## config.mk

```make
export PLATFORM = sky130hd
export DESIGN_NAME = tdmac_ctrl
export DESIGN_NICKNAME = d
export VERILOG_FILES = /design/src/rtl/tdmac_ctrl.v
export VERILOG_INCLUDE_DIRS = /design/src /design/src/rtl
export SDC_FILE = /design/constraint.sdc
export NUM_CORES = 1
export LEC_CHECK = 0
export ABC_AREA = 1
export BUFFER_PORTS_ARGS = -buffer_cell sky130_fd_sc_hd__buf_2
export CORE_MARGIN = 2
export CORE_UTILIZATION = 57
export DETAILED_ROUTE_END_ITERATION = 12
export PLACE_DENSITY = 0.77
export SLEW_MARGIN = 20
export SYNTH_ARGS = -nofsm -noshare
export SYNTH_HDL_FRONTEND = slang
export SYNTH_SLANG_ARGS = --single-unit
export TNS_END_PERCENT = 1
```

## constraint.sdc

```tcl
create_clock -name SYS_CLK_I -period 2.67 [get_ports SYS_CLK_I]
set_input_delay 0.1335 -clock SYS_CLK_I [delete_from_list [all_inputs] [get_ports SYS_CLK_I]]
set_output_delay 0.1335 -clock SYS_CLK_I [all_outputs]
set_load 0.005 [all_outputs]
```

## src/rtl/tdmac_map.vh

```
// constants for the two-channel transfer controller
`ifndef TDMAC_MAP_VH
`define TDMAC_MAP_VH
`define TDMAC_REG_ADDR      4'h0
`define TDMAC_REG_CHAIN     4'h1
`define TDMAC_REG_SRC_LO    4'h2
`define TDMAC_REG_SRC_HI    4'h3
`define TDMAC_REG_DST_LO    4'h4
`define TDMAC_REG_DST_HI    4'h5
`define TDMAC_REG_COUNT     4'h6
`define TDMAC_REG_MODE      4'h7
`define TDMAC_REG_PATTERN   4'h8
`define TDMAC_REG_MASK      4'h9
`define TDMAC_REG_CMD       4'ha
`define TDMAC_REG_STATUS    4'hb
`define TDMAC_CMD_START     16'h0001
`define TDMAC_CMD_CHAIN     16'h0002
`define TDMAC_CMD_STOP      16'h0003
`define TDMAC_CHAIN_WORDS   3'd6
`define TDMAC_IOPAGE_BASE   22'h3ff000
`define TDMAC_MODE_SRC_BP   0
`define TDMAC_MODE_DST_BP   1
`define TDMAC_MODE_BYTE     2
`define TDMAC_MODE_UPPER    3
`define TDMAC_MODE_HWREQ    4
`define TDMAC_MODE_BURST    5
`define TDMAC_MODE_MATCH_ON 6
`define TDMAC_MODE_MISMATCH 7
`define TDMAC_MODE_ABITS0   8
`define TDMAC_MODE_BURST0   10
`define TDMAC_MODE_REQMASK0 12
`endif

```

## src/rtl/tdmac_ctrl.v

```verilog
// two-channel transfer controller: flow-through data mover between local and backplane
//
// Summary of operation
// - two independent channels, local 16-bit to 16/18/22-bit backplane address
// - local word or byte transfers; backplane always full word
// - chain loads channel parameters from memory table after start-chain command
// - runs alone and raises an interrupt at terminal count or on backplane init
// - source data compared with pattern under mask; match or mismatch flagged
// - one transfer per turn, channel A always first when pending; burst mode runs several transfers, re-requesting mastership for each cycle
// - source read into holding register, then written to destination
// - slave access by chip select, write line, strobes and byte/word line
// - selector outputs all lows on internal register access
// - mastership requested once parameters loaded
// - as master drives address strobe, then data strobe together with write line
// - end-of-pass from glue logic ends transfer and drops mastership request
// - backplane transfer first takes local bus, then raises backplane request
// - io page select asserted for addresses in top 4K of the 22-bit space
// - upper address bits driven on extended lines 16-21
// - backplane completion drops backplane request and mastership request
// - three hardware request sources, tx and counter jumper routable, individually maskable
// - transfers run to terminal count, or to end-of-pass outside the wait state, which stops active channel
// - backplane init makes controller give the local bus back
// - backplane halt does not stop the controller
`timescale 1ns/1ps
`default_nettype none
`include "tdmac_map.vh"

module tdmac_ctrl (
  input  wire        SYS_CLK_I,
  input  wire        RST_I,
  input  wire        CONTROLLER_CHIP_SELECT_N_I,
  input  wire        LOCAL_WRITE_N_I,
  output wire        LOCAL_WRITE_N_O,
  output wire        LOCAL_WRITE_N_OE_O,
  input  wire        LOCAL_ADDR_STROBE_N_I,
  output reg         LOCAL_ADDR_STROBE_N_O,
  output wire        LOCAL_ADDR_STROBE_N_OE_O,
  input  wire        LOCAL_DATA_STROBE_N_I,
  output reg         LOCAL_DATA_STROBE_N_O,
  output wire        LOCAL_DATA_STROBE_N_OE_O,
  input  wire        BYTE_WORD_SELECT_N_I,
  output reg         BYTE_WORD_SELECT_N_O,
  input  wire        VECTOR_ACK_N_I,
  input  wire        MEMORY_GRANT_N_I,
  output reg         MASTERSHIP_REQUEST_N_O,
  input  wire        PASS_END_N_I,
  input  wire        BACKPLANE_INIT_I,
  input  wire        BACKPLANE_HALT_N_I,
  input  wire [15:0] LOCAL_ADDR_DATA_BUS_I,
  output reg  [15:0] LOCAL_ADDR_DATA_BUS_O,
  output reg         LOCAL_ADDR_DATA_BUS_OE_O,
  output reg         BACKPLANE_REQUEST_O,
  output reg         IO_PAGE_SELECT_O,
  output reg  [5:0]  EXTENDED_ADDR_LINES_O,
  output wire [1:0]  EXT_CTRL_SELECT_O,
  input  wire        SERIAL_TX_DMA_REQ_N_I,
  input  wire        SERIAL_RX_DMA_REQ_N_I,
  input  wire        COUNTER_TIMER_DMA_REQ_N_I,
  input  wire        TX_REQ_TO_CHAN_A_I,
  input  wire        CT_REQ_TO_CHAN_A_I,
  output reg         INTERRUPT_O,
  output reg  [1:0]  PATTERN_EVENT_O
);

  // ----------------------------------------------------------------
  // states and storage
  // ----------------------------------------------------------------
  localparam ST_IDLE   = 3'd0;
  localparam ST_REQ    = 3'd1;
  localparam ST_BPREQ  = 3'd2;
  localparam ST_ADDR   = 3'd3;
  localparam ST_DATA   = 3'd4;
  localparam ST_WAIT   = 3'd5;
  localparam ST_NEXT   = 3'd6;
  localparam ST_RETURN = 3'd7;

  reg [2:0]  state;
  reg        phase_write;
  reg        chaining;
  reg [2:0]  chain_idx;
  reg        cur_ch;
  reg [15:0] hold;
  reg [3:0]  burst_left;
  reg [15:0] regs [0:1][0:11];
  reg [1:0]  active;
  reg [15:0] rd_data;
  reg        bp_phase;
  reg [21:0] cur_addr;
  reg [4:0]  slave_addr;
  wire [1:0] hw_req;
  wire [1:0] pend;
  wire       slave_sel;
  wire       sel_ch;
  wire [3:0] sel_reg;
  wire [15:0] mode_cur;

  function [21:0] full_addr;
    input [15:0] lo;
    input [15:0] hi;
    input [1:0]  bits;
    begin
      case (bits)
        2'd1:    full_addr = {4'h0, hi[1:0], lo};
        2'd2:    full_addr = {hi[5:0], lo};
        default: full_addr = {6'h00, lo};
      endcase
    end
  endfunction

  // ----------------------------------------------------------------
  // request sources
  // ----------------------------------------------------------------
  // jumpers pick the channel for tx and counter requests; rx always to B
  assign hw_req[0] = ((TX_REQ_TO_CHAN_A_I & ~SERIAL_TX_DMA_REQ_N_I & ~regs[0][7][12])
                     | (CT_REQ_TO_CHAN_A_I & ~COUNTER_TIMER_DMA_REQ_N_I
                        & ~regs[0][7][14]));
  assign hw_req[1] = ((~TX_REQ_TO_CHAN_A_I & ~SERIAL_TX_DMA_REQ_N_I & ~regs[1][7][12])
                     | (~SERIAL_RX_DMA_REQ_N_I & ~regs[1][7][13])
                     | (~CT_REQ_TO_CHAN_A_I & ~COUNTER_TIMER_DMA_REQ_N_I
                        & ~regs[1][7][14]));
  assign pend[0] = active[0] & (~regs[0][7][`TDMAC_MODE_HWREQ] | hw_req[0]);
  assign pend[1] = active[1] & (~regs[1][7][`TDMAC_MODE_HWREQ] | hw_req[1]);

  assign slave_sel = ~CONTROLLER_CHIP_SELECT_N_I & (state == ST_IDLE);
  // bus carries address then data, so the register number is kept from the address strobe
  assign sel_ch    = slave_addr[4];
  assign sel_reg   = slave_addr[3:0];
  assign mode_cur  = regs[cur_ch][7];

  // internal access when neither vector ack nor grant
  assign EXT_CTRL_SELECT_O = {~VECTOR_ACK_N_I, ~MEMORY_GRANT_N_I};

  // strobes are driven only while granted and we own the bus
  assign LOCAL_ADDR_STROBE_N_OE_O = ~MASTERSHIP_REQUEST_N_O & ~MEMORY_GRANT_N_I;
  assign LOCAL_DATA_STROBE_N_OE_O = LOCAL_ADDR_STROBE_N_OE_O;
  assign LOCAL_WRITE_N_OE_O       = LOCAL_ADDR_STROBE_N_OE_O;
  assign LOCAL_WRITE_N_O = ~(phase_write & ~LOCAL_DATA_STROBE_N_O);

  always @* begin
    rd_data = regs[sel_ch][sel_reg];
    if (sel_reg == `TDMAC_REG_STATUS)
      rd_data = {14'h0000, active};
  end

  // ----------------------------------------------------------------
  // sequencer
  // ----------------------------------------------------------------
  integer i;
  always @(posedge SYS_CLK_I) begin
    if (RST_I) begin
      state <= ST_IDLE;
      phase_write <= 1'b0;
      chaining <= 1'b0;
      chain_idx <= 3'd0;
      cur_ch <= 1'b0;
      hold <= 16'h0000;
      burst_left <= 4'h0;
      active <= 2'b00;
      bp_phase <= 1'b0;
      cur_addr <= 22'h000000;
      slave_addr <= 5'h00;
      for (i = 0; i < 12; i = i + 1) begin
        regs[0][i] <= 16'h0000;
        regs[1][i] <= 16'h0000;
      end
      MASTERSHIP_REQUEST_N_O <= 1'b1;
      LOCAL_ADDR_STROBE_N_O <= 1'b1;
      LOCAL_DATA_STROBE_N_O <= 1'b1;
      BYTE_WORD_SELECT_N_O <= 1'b1;
      LOCAL_ADDR_DATA_BUS_O <= 16'h0000;
      LOCAL_ADDR_DATA_BUS_OE_O <= 1'b0;
      BACKPLANE_REQUEST_O <= 1'b0;
      IO_PAGE_SELECT_O <= 1'b0;
      EXTENDED_ADDR_LINES_O <= 6'h00;
      INTERRUPT_O <= 1'b0;
      PATTERN_EVENT_O <= 2'b00;
    end else begin
      INTERRUPT_O <= 1'b0;
      PATTERN_EVENT_O <= 2'b00;
      LOCAL_ADDR_DATA_BUS_OE_O <= 1'b0;
      if (slave_sel & ~LOCAL_ADDR_STROBE_N_I)
        slave_addr <= LOCAL_ADDR_DATA_BUS_I[4:0];
      if (slave_sel & ~LOCAL_DATA_STROBE_N_I & LOCAL_WRITE_N_I) begin
        LOCAL_ADDR_DATA_BUS_O <= rd_data;
        LOCAL_ADDR_DATA_BUS_OE_O <= 1'b1;
      end
      case (state)
        ST_IDLE: begin
          if (slave_sel & ~LOCAL_DATA_STROBE_N_I & ~LOCAL_WRITE_N_I) begin
            if (sel_reg == `TDMAC_REG_CMD) begin
              if (LOCAL_ADDR_DATA_BUS_I == `TDMAC_CMD_START)
                active[sel_ch] <= 1'b1;
              else if (LOCAL_ADDR_DATA_BUS_I == `TDMAC_CMD_CHAIN) begin
                chaining <= 1'b1;
                phase_write <= 1'b0;
                chain_idx <= 3'd0;
                cur_ch <= sel_ch;
                MASTERSHIP_REQUEST_N_O <= 1'b0;
                state <= ST_REQ;
              end else if (LOCAL_ADDR_DATA_BUS_I == `TDMAC_CMD_STOP)
                active[sel_ch] <= 1'b0;
            end else if (BYTE_WORD_SELECT_N_I)
              regs[sel_ch][sel_reg] <= LOCAL_ADDR_DATA_BUS_I; // word access only
          end else if (pend[0] | pend[1]) begin
            cur_ch <= ~pend[0];
            phase_write <= 1'b0;
            burst_left <= regs[~pend[0]][7][13:10];
            MASTERSHIP_REQUEST_N_O <= 1'b0;
            state <= ST_REQ;
          end
        end
        ST_REQ: begin
          if (~MEMORY_GRANT_N_I) begin
            if (chaining)
              cur_addr <= {6'h00, regs[cur_ch][`TDMAC_REG_CHAIN] + {12'h000, chain_idx, 1'b0}};
            else if (phase_write)
              cur_addr <= full_addr(regs[cur_ch][4], regs[cur_ch][5], mode_cur[9:8]);
            else
              cur_addr <= full_addr(regs[cur_ch][2], regs[cur_ch][3], mode_cur[9:8]);
            bp_phase <= ~chaining & (phase_write ? mode_cur[`TDMAC_MODE_DST_BP]
                                                 : mode_cur[`TDMAC_MODE_SRC_BP]);
            state <= ST_BPREQ;
          end
        end
        ST_BPREQ: begin
          BACKPLANE_REQUEST_O <= bp_phase;
          IO_PAGE_SELECT_O <= bp_phase & (cur_addr >= `TDMAC_IOPAGE_BASE);
          EXTENDED_ADDR_LINES_O <= bp_phase ? cur_addr[21:16] : 6'h00;
          // backplane: only full words; local may be a byte
          BYTE_WORD_SELECT_N_O <= ~(~bp_phase & ~chaining & mode_cur[`TDMAC_MODE_BYTE]);
          LOCAL_ADDR_DATA_BUS_O <= {cur_addr[15:1],
                                    ~bp_phase & mode_cur[`TDMAC_MODE_BYTE]
                                    & mode_cur[`TDMAC_MODE_UPPER]};
          LOCAL_ADDR_DATA_BUS_OE_O <= 1'b1;
          state <= ST_ADDR;
        end
        ST_ADDR: begin
          LOCAL_ADDR_STROBE_N_O <= 1'b0;
          LOCAL_ADDR_DATA_BUS_OE_O <= 1'b1;
          state <= ST_DATA;
        end
        ST_DATA: begin
          if (phase_write) begin
            LOCAL_ADDR_DATA_BUS_O <= hold;
            LOCAL_ADDR_DATA_BUS_OE_O <= 1'b1;
          end
          LOCAL_DATA_STROBE_N_O <= 1'b0;
          state <= ST_WAIT;
        end
        ST_WAIT: begin
          // completion of the cycle is marked by end-of-pass; halt is ignored here
          if (phase_write)
            LOCAL_ADDR_DATA_BUS_OE_O <= 1'b1;
          if (~PASS_END_N_I | BACKPLANE_INIT_I) begin
            LOCAL_ADDR_STROBE_N_O <= 1'b1;
            LOCAL_DATA_STROBE_N_O <= 1'b1;
            BACKPLANE_REQUEST_O <= 1'b0;
            IO_PAGE_SELECT_O <= 1'b0;
            MASTERSHIP_REQUEST_N_O <= 1'b1;
            if (BACKPLANE_INIT_I) begin
              active[cur_ch] <= 1'b0;
              chaining <= 1'b0;
              INTERRUPT_O <= 1'b1;
              state <= ST_RETURN;
            end else begin
              if (chaining)
                regs[cur_ch][3'd2 + chain_idx] <= LOCAL_ADDR_DATA_BUS_I;
              else if (~phase_write) begin
                hold <= LOCAL_ADDR_DATA_BUS_I;
                if (((LOCAL_ADDR_DATA_BUS_I ^ regs[cur_ch][8]) & ~regs[cur_ch][9]) == 16'h0)
                  PATTERN_EVENT_O <= {1'b0, mode_cur[`TDMAC_MODE_MATCH_ON]};
                else
                  PATTERN_EVENT_O <= {mode_cur[`TDMAC_MODE_MISMATCH], 1'b0};
              end
              state <= ST_NEXT;
            end
          end
        end
        ST_NEXT: begin
          if (chaining) begin
            if (chain_idx == `TDMAC_CHAIN_WORDS - 3'd1) begin
              chaining <= 1'b0;
              active[cur_ch] <= 1'b1;
              state <= ST_RETURN;
            end else begin
              chain_idx <= chain_idx + 3'd1;
              MASTERSHIP_REQUEST_N_O <= 1'b0;
              state <= ST_REQ;
            end
          end else if (~phase_write) begin
            phase_write <= 1'b1;
            MASTERSHIP_REQUEST_N_O <= 1'b0;
            state <= ST_REQ;
          end else begin
            phase_write <= 1'b0;
            regs[cur_ch][2] <= regs[cur_ch][2] + 16'h0002;
            regs[cur_ch][4] <= regs[cur_ch][4] + 16'h0002;
            regs[cur_ch][6] <= regs[cur_ch][6] - 16'h0001;
            if (regs[cur_ch][6] == 16'h0001) begin
              active[cur_ch] <= 1'b0;
              INTERRUPT_O <= 1'b1;
              state <= ST_RETURN;
            end else if (mode_cur[`TDMAC_MODE_BURST] & (burst_left != 4'h0)) begin
              burst_left <= burst_left - 4'h1;
              MASTERSHIP_REQUEST_N_O <= 1'b0;
              state <= ST_REQ;
            end else
              state <= ST_RETURN;
          end
        end
        ST_RETURN: begin
          if (MEMORY_GRANT_N_I & ~BACKPLANE_INIT_I)
            state <= ST_IDLE;
        end
        default: state <= ST_IDLE;
      endcase
      // end-of-pass outside the wait state stops the active channel, except in idle or while chaining
      if (~PASS_END_N_I & (state != ST_WAIT) & (state != ST_IDLE) & ~chaining) begin
        active[cur_ch] <= 1'b0;
      end
      // init may land in any owned state; waiting for the data phase holds the bus too long
      if (BACKPLANE_INIT_I & ~MASTERSHIP_REQUEST_N_O) begin
        LOCAL_ADDR_STROBE_N_O <= 1'b1;
        LOCAL_DATA_STROBE_N_O <= 1'b1;
        LOCAL_ADDR_DATA_BUS_OE_O <= 1'b0;
        BACKPLANE_REQUEST_O <= 1'b0;
        IO_PAGE_SELECT_O <= 1'b0;
        MASTERSHIP_REQUEST_N_O <= 1'b1;
        active[cur_ch] <= 1'b0;
        chaining <= 1'b0;
        phase_write <= 1'b0;
        INTERRUPT_O <= 1'b1;
        state <= ST_RETURN;
      end
    end
  end

endmodule
`default_nettype wire

```

==> impl_metrics.py <==
metrics = {
    "outcome": {
        "status": "completed",
    },
    "critical_path": {
        "crit_type": "flop to flop",
        "cp_max_fo": 45,
        "cp_slowest_stage_delay_ns": 0.62,
        "crit_path_start": "state[2]",
        "path_delay_family": "simple AND/OR/NAND/NOR gates",
        "timing.rr.start": "state[2]",
        "worstPathRequired_ns": 3.12,
        "crit_arrival_ns": 2.95,
        "crit_buf_inv": 5,
        "crit_chain": "buf_4, nand3_4, inv_2, nand3_4, buf_4, inv_1, buf_12, nor2_1, a21oi_1, nor2_1",
        "cp_slowest_cell": "nor2_1",
        "worstSetupEndpointType": "flop",
        "cp-start-kind": "flop",
    },
    "timing": {
        "layout_setup_ws_ns": 0.164,
        "fin_skew_ns": 0.0173,
        "period_share_pct": 93.8,
        "max_freq_ghz": 0.399,
        "setup_viol": 0,
        "finalHoldViolations": 0,
        "finalHoldWorstSlack_ns": 0.0380,
        "rsz0062_at_grt": "false",
        "min_period_ns": 2.51,
        "tightest_slew_ns": 0.953,
        "slew_headroom_pct": 36.5,
        "slew_violations": 0,
        "fin_setup_tns_ns": 0,
    },
    "run": {
        "cap_viol_max_count": 0,
    },
    "floorplanning": {
        "ioPinCount": 71,
        "die_h_um": 212,
        "rows": 76,
        "die_area_um2": 45100,
        "core_um2": 43000,
        "start_util_pct": 57.6,
        "chipWidth_um": 212,
    },
    "clock_tree": {
        "clockRootBuffer": "clkbuf_16",
        "cts_max_level": 2,
        "clk_latency_ns": 0.60,
        "numCtsBuffers": 49,
        "cts.path.max_buffers": 3,
        "clk_pin_slew_ns": 0.06,
        "cts_setup_buffers": 0,
        "cts.sinks": 444,
        "cts_tree": "done",
    },
    "placement": {
        "port_buffers": 69,
        "place_ws_ns": 0.229,
        "dp.cells": 3717,
        "place_congestion": 1.04,
        "dpl.hpwl_um": 60400,
        "place_area_um2": 26400,
    },
    "synthesis": {
        "synth_area_um2": 24800,
        "synth-edff-count": 352,
        "ys_warn_count": 0,
        "syn_inst": 3073,
        "synthTopCellsByArea": "edfxtp_1 (43%), nand2_1 (11%), nor2_1 (7.5%)",
        "synth_cell_type_count": 57,
        "syn_avg_cell_area_um2": 8.06,
        "yosysSeqAreaShare_pct": 50.1,
        "ys_seq_elements": 444,
        "yosysTopAreaCellShare_pct": 42.7,
        "async_flop_share_pct": 0,
        "ys.flop_type": "edfxtp_1",
        "synth_top_area_cell": "edfxtp_1",
    },
    "final_layout": {
        "final_common_cell": "nand2_1",
        "layout_common_cells": "nand2_1 (724), nor2_1 (491), edfxtp_1 (352)",
        "n_fill_cell": 3719,
        "fin_area_um2": 28000,
        "final_util_pct": 65.2,
        "area_growth_syn_to_layout_pct": 13.2,
        "nets": 3237,
        "drive_gt1_share_pct": 13.0,
        "fin_cells": 3814,
    },
    "grt": {
        "antenna_found_initial": 2,
        "grt_overflow_total": 0,
        "grt_max_degree": 91,
        "grt_pass1_wl_um": 125000,
        "met2_usage_pct": 57.9,
        "grt_pass1_vias": 20800,
        "use_met1_pct": 50.1,
        "grt.total_usage_pct": 37.8,
        "top_usage_layer": "met2",
        "grtUsageMet3_pct": 9.72,
    },
    "power": {
        "totalPowerFinal_mw": 21.8,
        "powerDensity_nw_per_um2": 777,
        "ir_drop_uv": 611,
        "power_leakage_nw": 11.7,
    },
    "route": {
        "ant_nets": 0,
        "wirelength_um": 85000,
        "first_iter_violations": 3069,
        "wire_per_inst_um": 22.3,
        "dr_total_vias": 22800,
        "avgViaCountPerCell": 5.97,
        "drt_pass1_iterations": 6,
        "drc_errors": 0,
    },
    "worst_hold_path": {
        "min-delay-start": "LOCAL_ADDR_DATA_BUS_I[12]",
        "min-delay-path-class": "input pin to flop",
    },
}
-- flip-flops by register name (all words and copies together), names as in the netlist, 2 cells and up, named ones only --
name / flops
burst_left: 4
chain_idx: 3
cur_addr: 21
hold: 16
state: 3
active: 2
PATTERN_EVENT_O: 2
slave_addr: 5
regs: 352
EXTENDED_ADDR_LINES_O: 6
LOCAL_ADDR_DATA_BUS_O: 16
-- cell usage after synthesis (10+ instances only) --
cell type and count:
nand2_1 724, nor2_1 496, edfxtp_1 352, inv_1 298, o21ai_0 252, nand3_1 153, a21oi_1 133, clkbuf_1 113
o211ai_1 102, dfxtp_1 92, nor2_2 35, buf_2 33, or2_2 30, o21ai_1 23, nand4_1 22, nand2_4 16
ha_1 15, a31oi_1 14, xor2_1 14, buf_6 13, nor3_1 13, clkinv_1 12, nor2_4 12, o2111ai_1 11
inv_2 10
-- metal layers --
metal / vias up / routed length, um
met4: 0 / 4840
met5: - / 0
met1: 10800 / 32100
met3: 283 / 10500
li1: 10400 / -
met2: 1378 / 37500
-- repair_timing --
item	4_1_cts	5_1_grt
endpoints found under the hold margin	6	0
resized for setup	0	5
endpoints found under the setup margin	0	7
hold buffers	5	0
-- final timing paths --
check | endpoint | slack, ns | depth (start not counted)
worst max-delay path | regs[0][151] | 0.16 | 10
worst min register to register | LOCAL_ADDR_STROBE_N_O | 0.46 | 2
worst max register to register | regs[0][151] | 0.16 | 10
worst min-delay path | regs[1][188] | 0.04 | 3
-- logic make-up (layout without fill, tap and decap cells) --
family,count (synthesis),after routing,share of synthesized area (%)
AND/OR/NAND/NOR,1527,1527,26.6
multiplexers,1,1,0.0404
flip-flops,444,444,50.1
adder cells (fa/ha/maj),16,16,0.839
AO/OA/AOI/OAI,566,566,13.3
other,1,33,0.0151
XOR/XNOR,17,17,0.601
buffers and inverters,501,625,8.48
-- worst reg2reg max path, cell delays in order, from the launching register on --
cell and delay (ns):
dfxtp_1 0.38, buf_4 0.19, nand3_4 0.08, inv_2 0.06
nand3_4 0.10, buf_4 0.29, inv_1 0.14, buf_12 0.20
nor2_1 0.63, a21oi_1 0.15, nor2_1 0.13
-- area by class of cell --
type / count / area, um^2 / share of cell area (%)
sequential: 444 / 12400 / 44.3
multi-input combinational: 2159 / 10400 / 37.1
timing repair buffer: 212 / 1710 / 6.11
clock buffer: 64 / 1340 / 4.79
inverter: 322 / 1210 / 4.32
tap: 585 / 732 / 2.61
clock inverter: 27 / 206 / 0.736
antenna: 1 / 2.50 / 0.00893
-- power by group --
group,total [mW],switching [mW],leakage (nW),internal (mW)
Sequential,8.25,0.345,4.37,7.91
Combinational,6.90,4.93,6.59,1.97
Clock,6.64,2.82,0.768,3.82
Total,21.8,8.10,11.7,13.7
(Power assumes the default switching activity.)
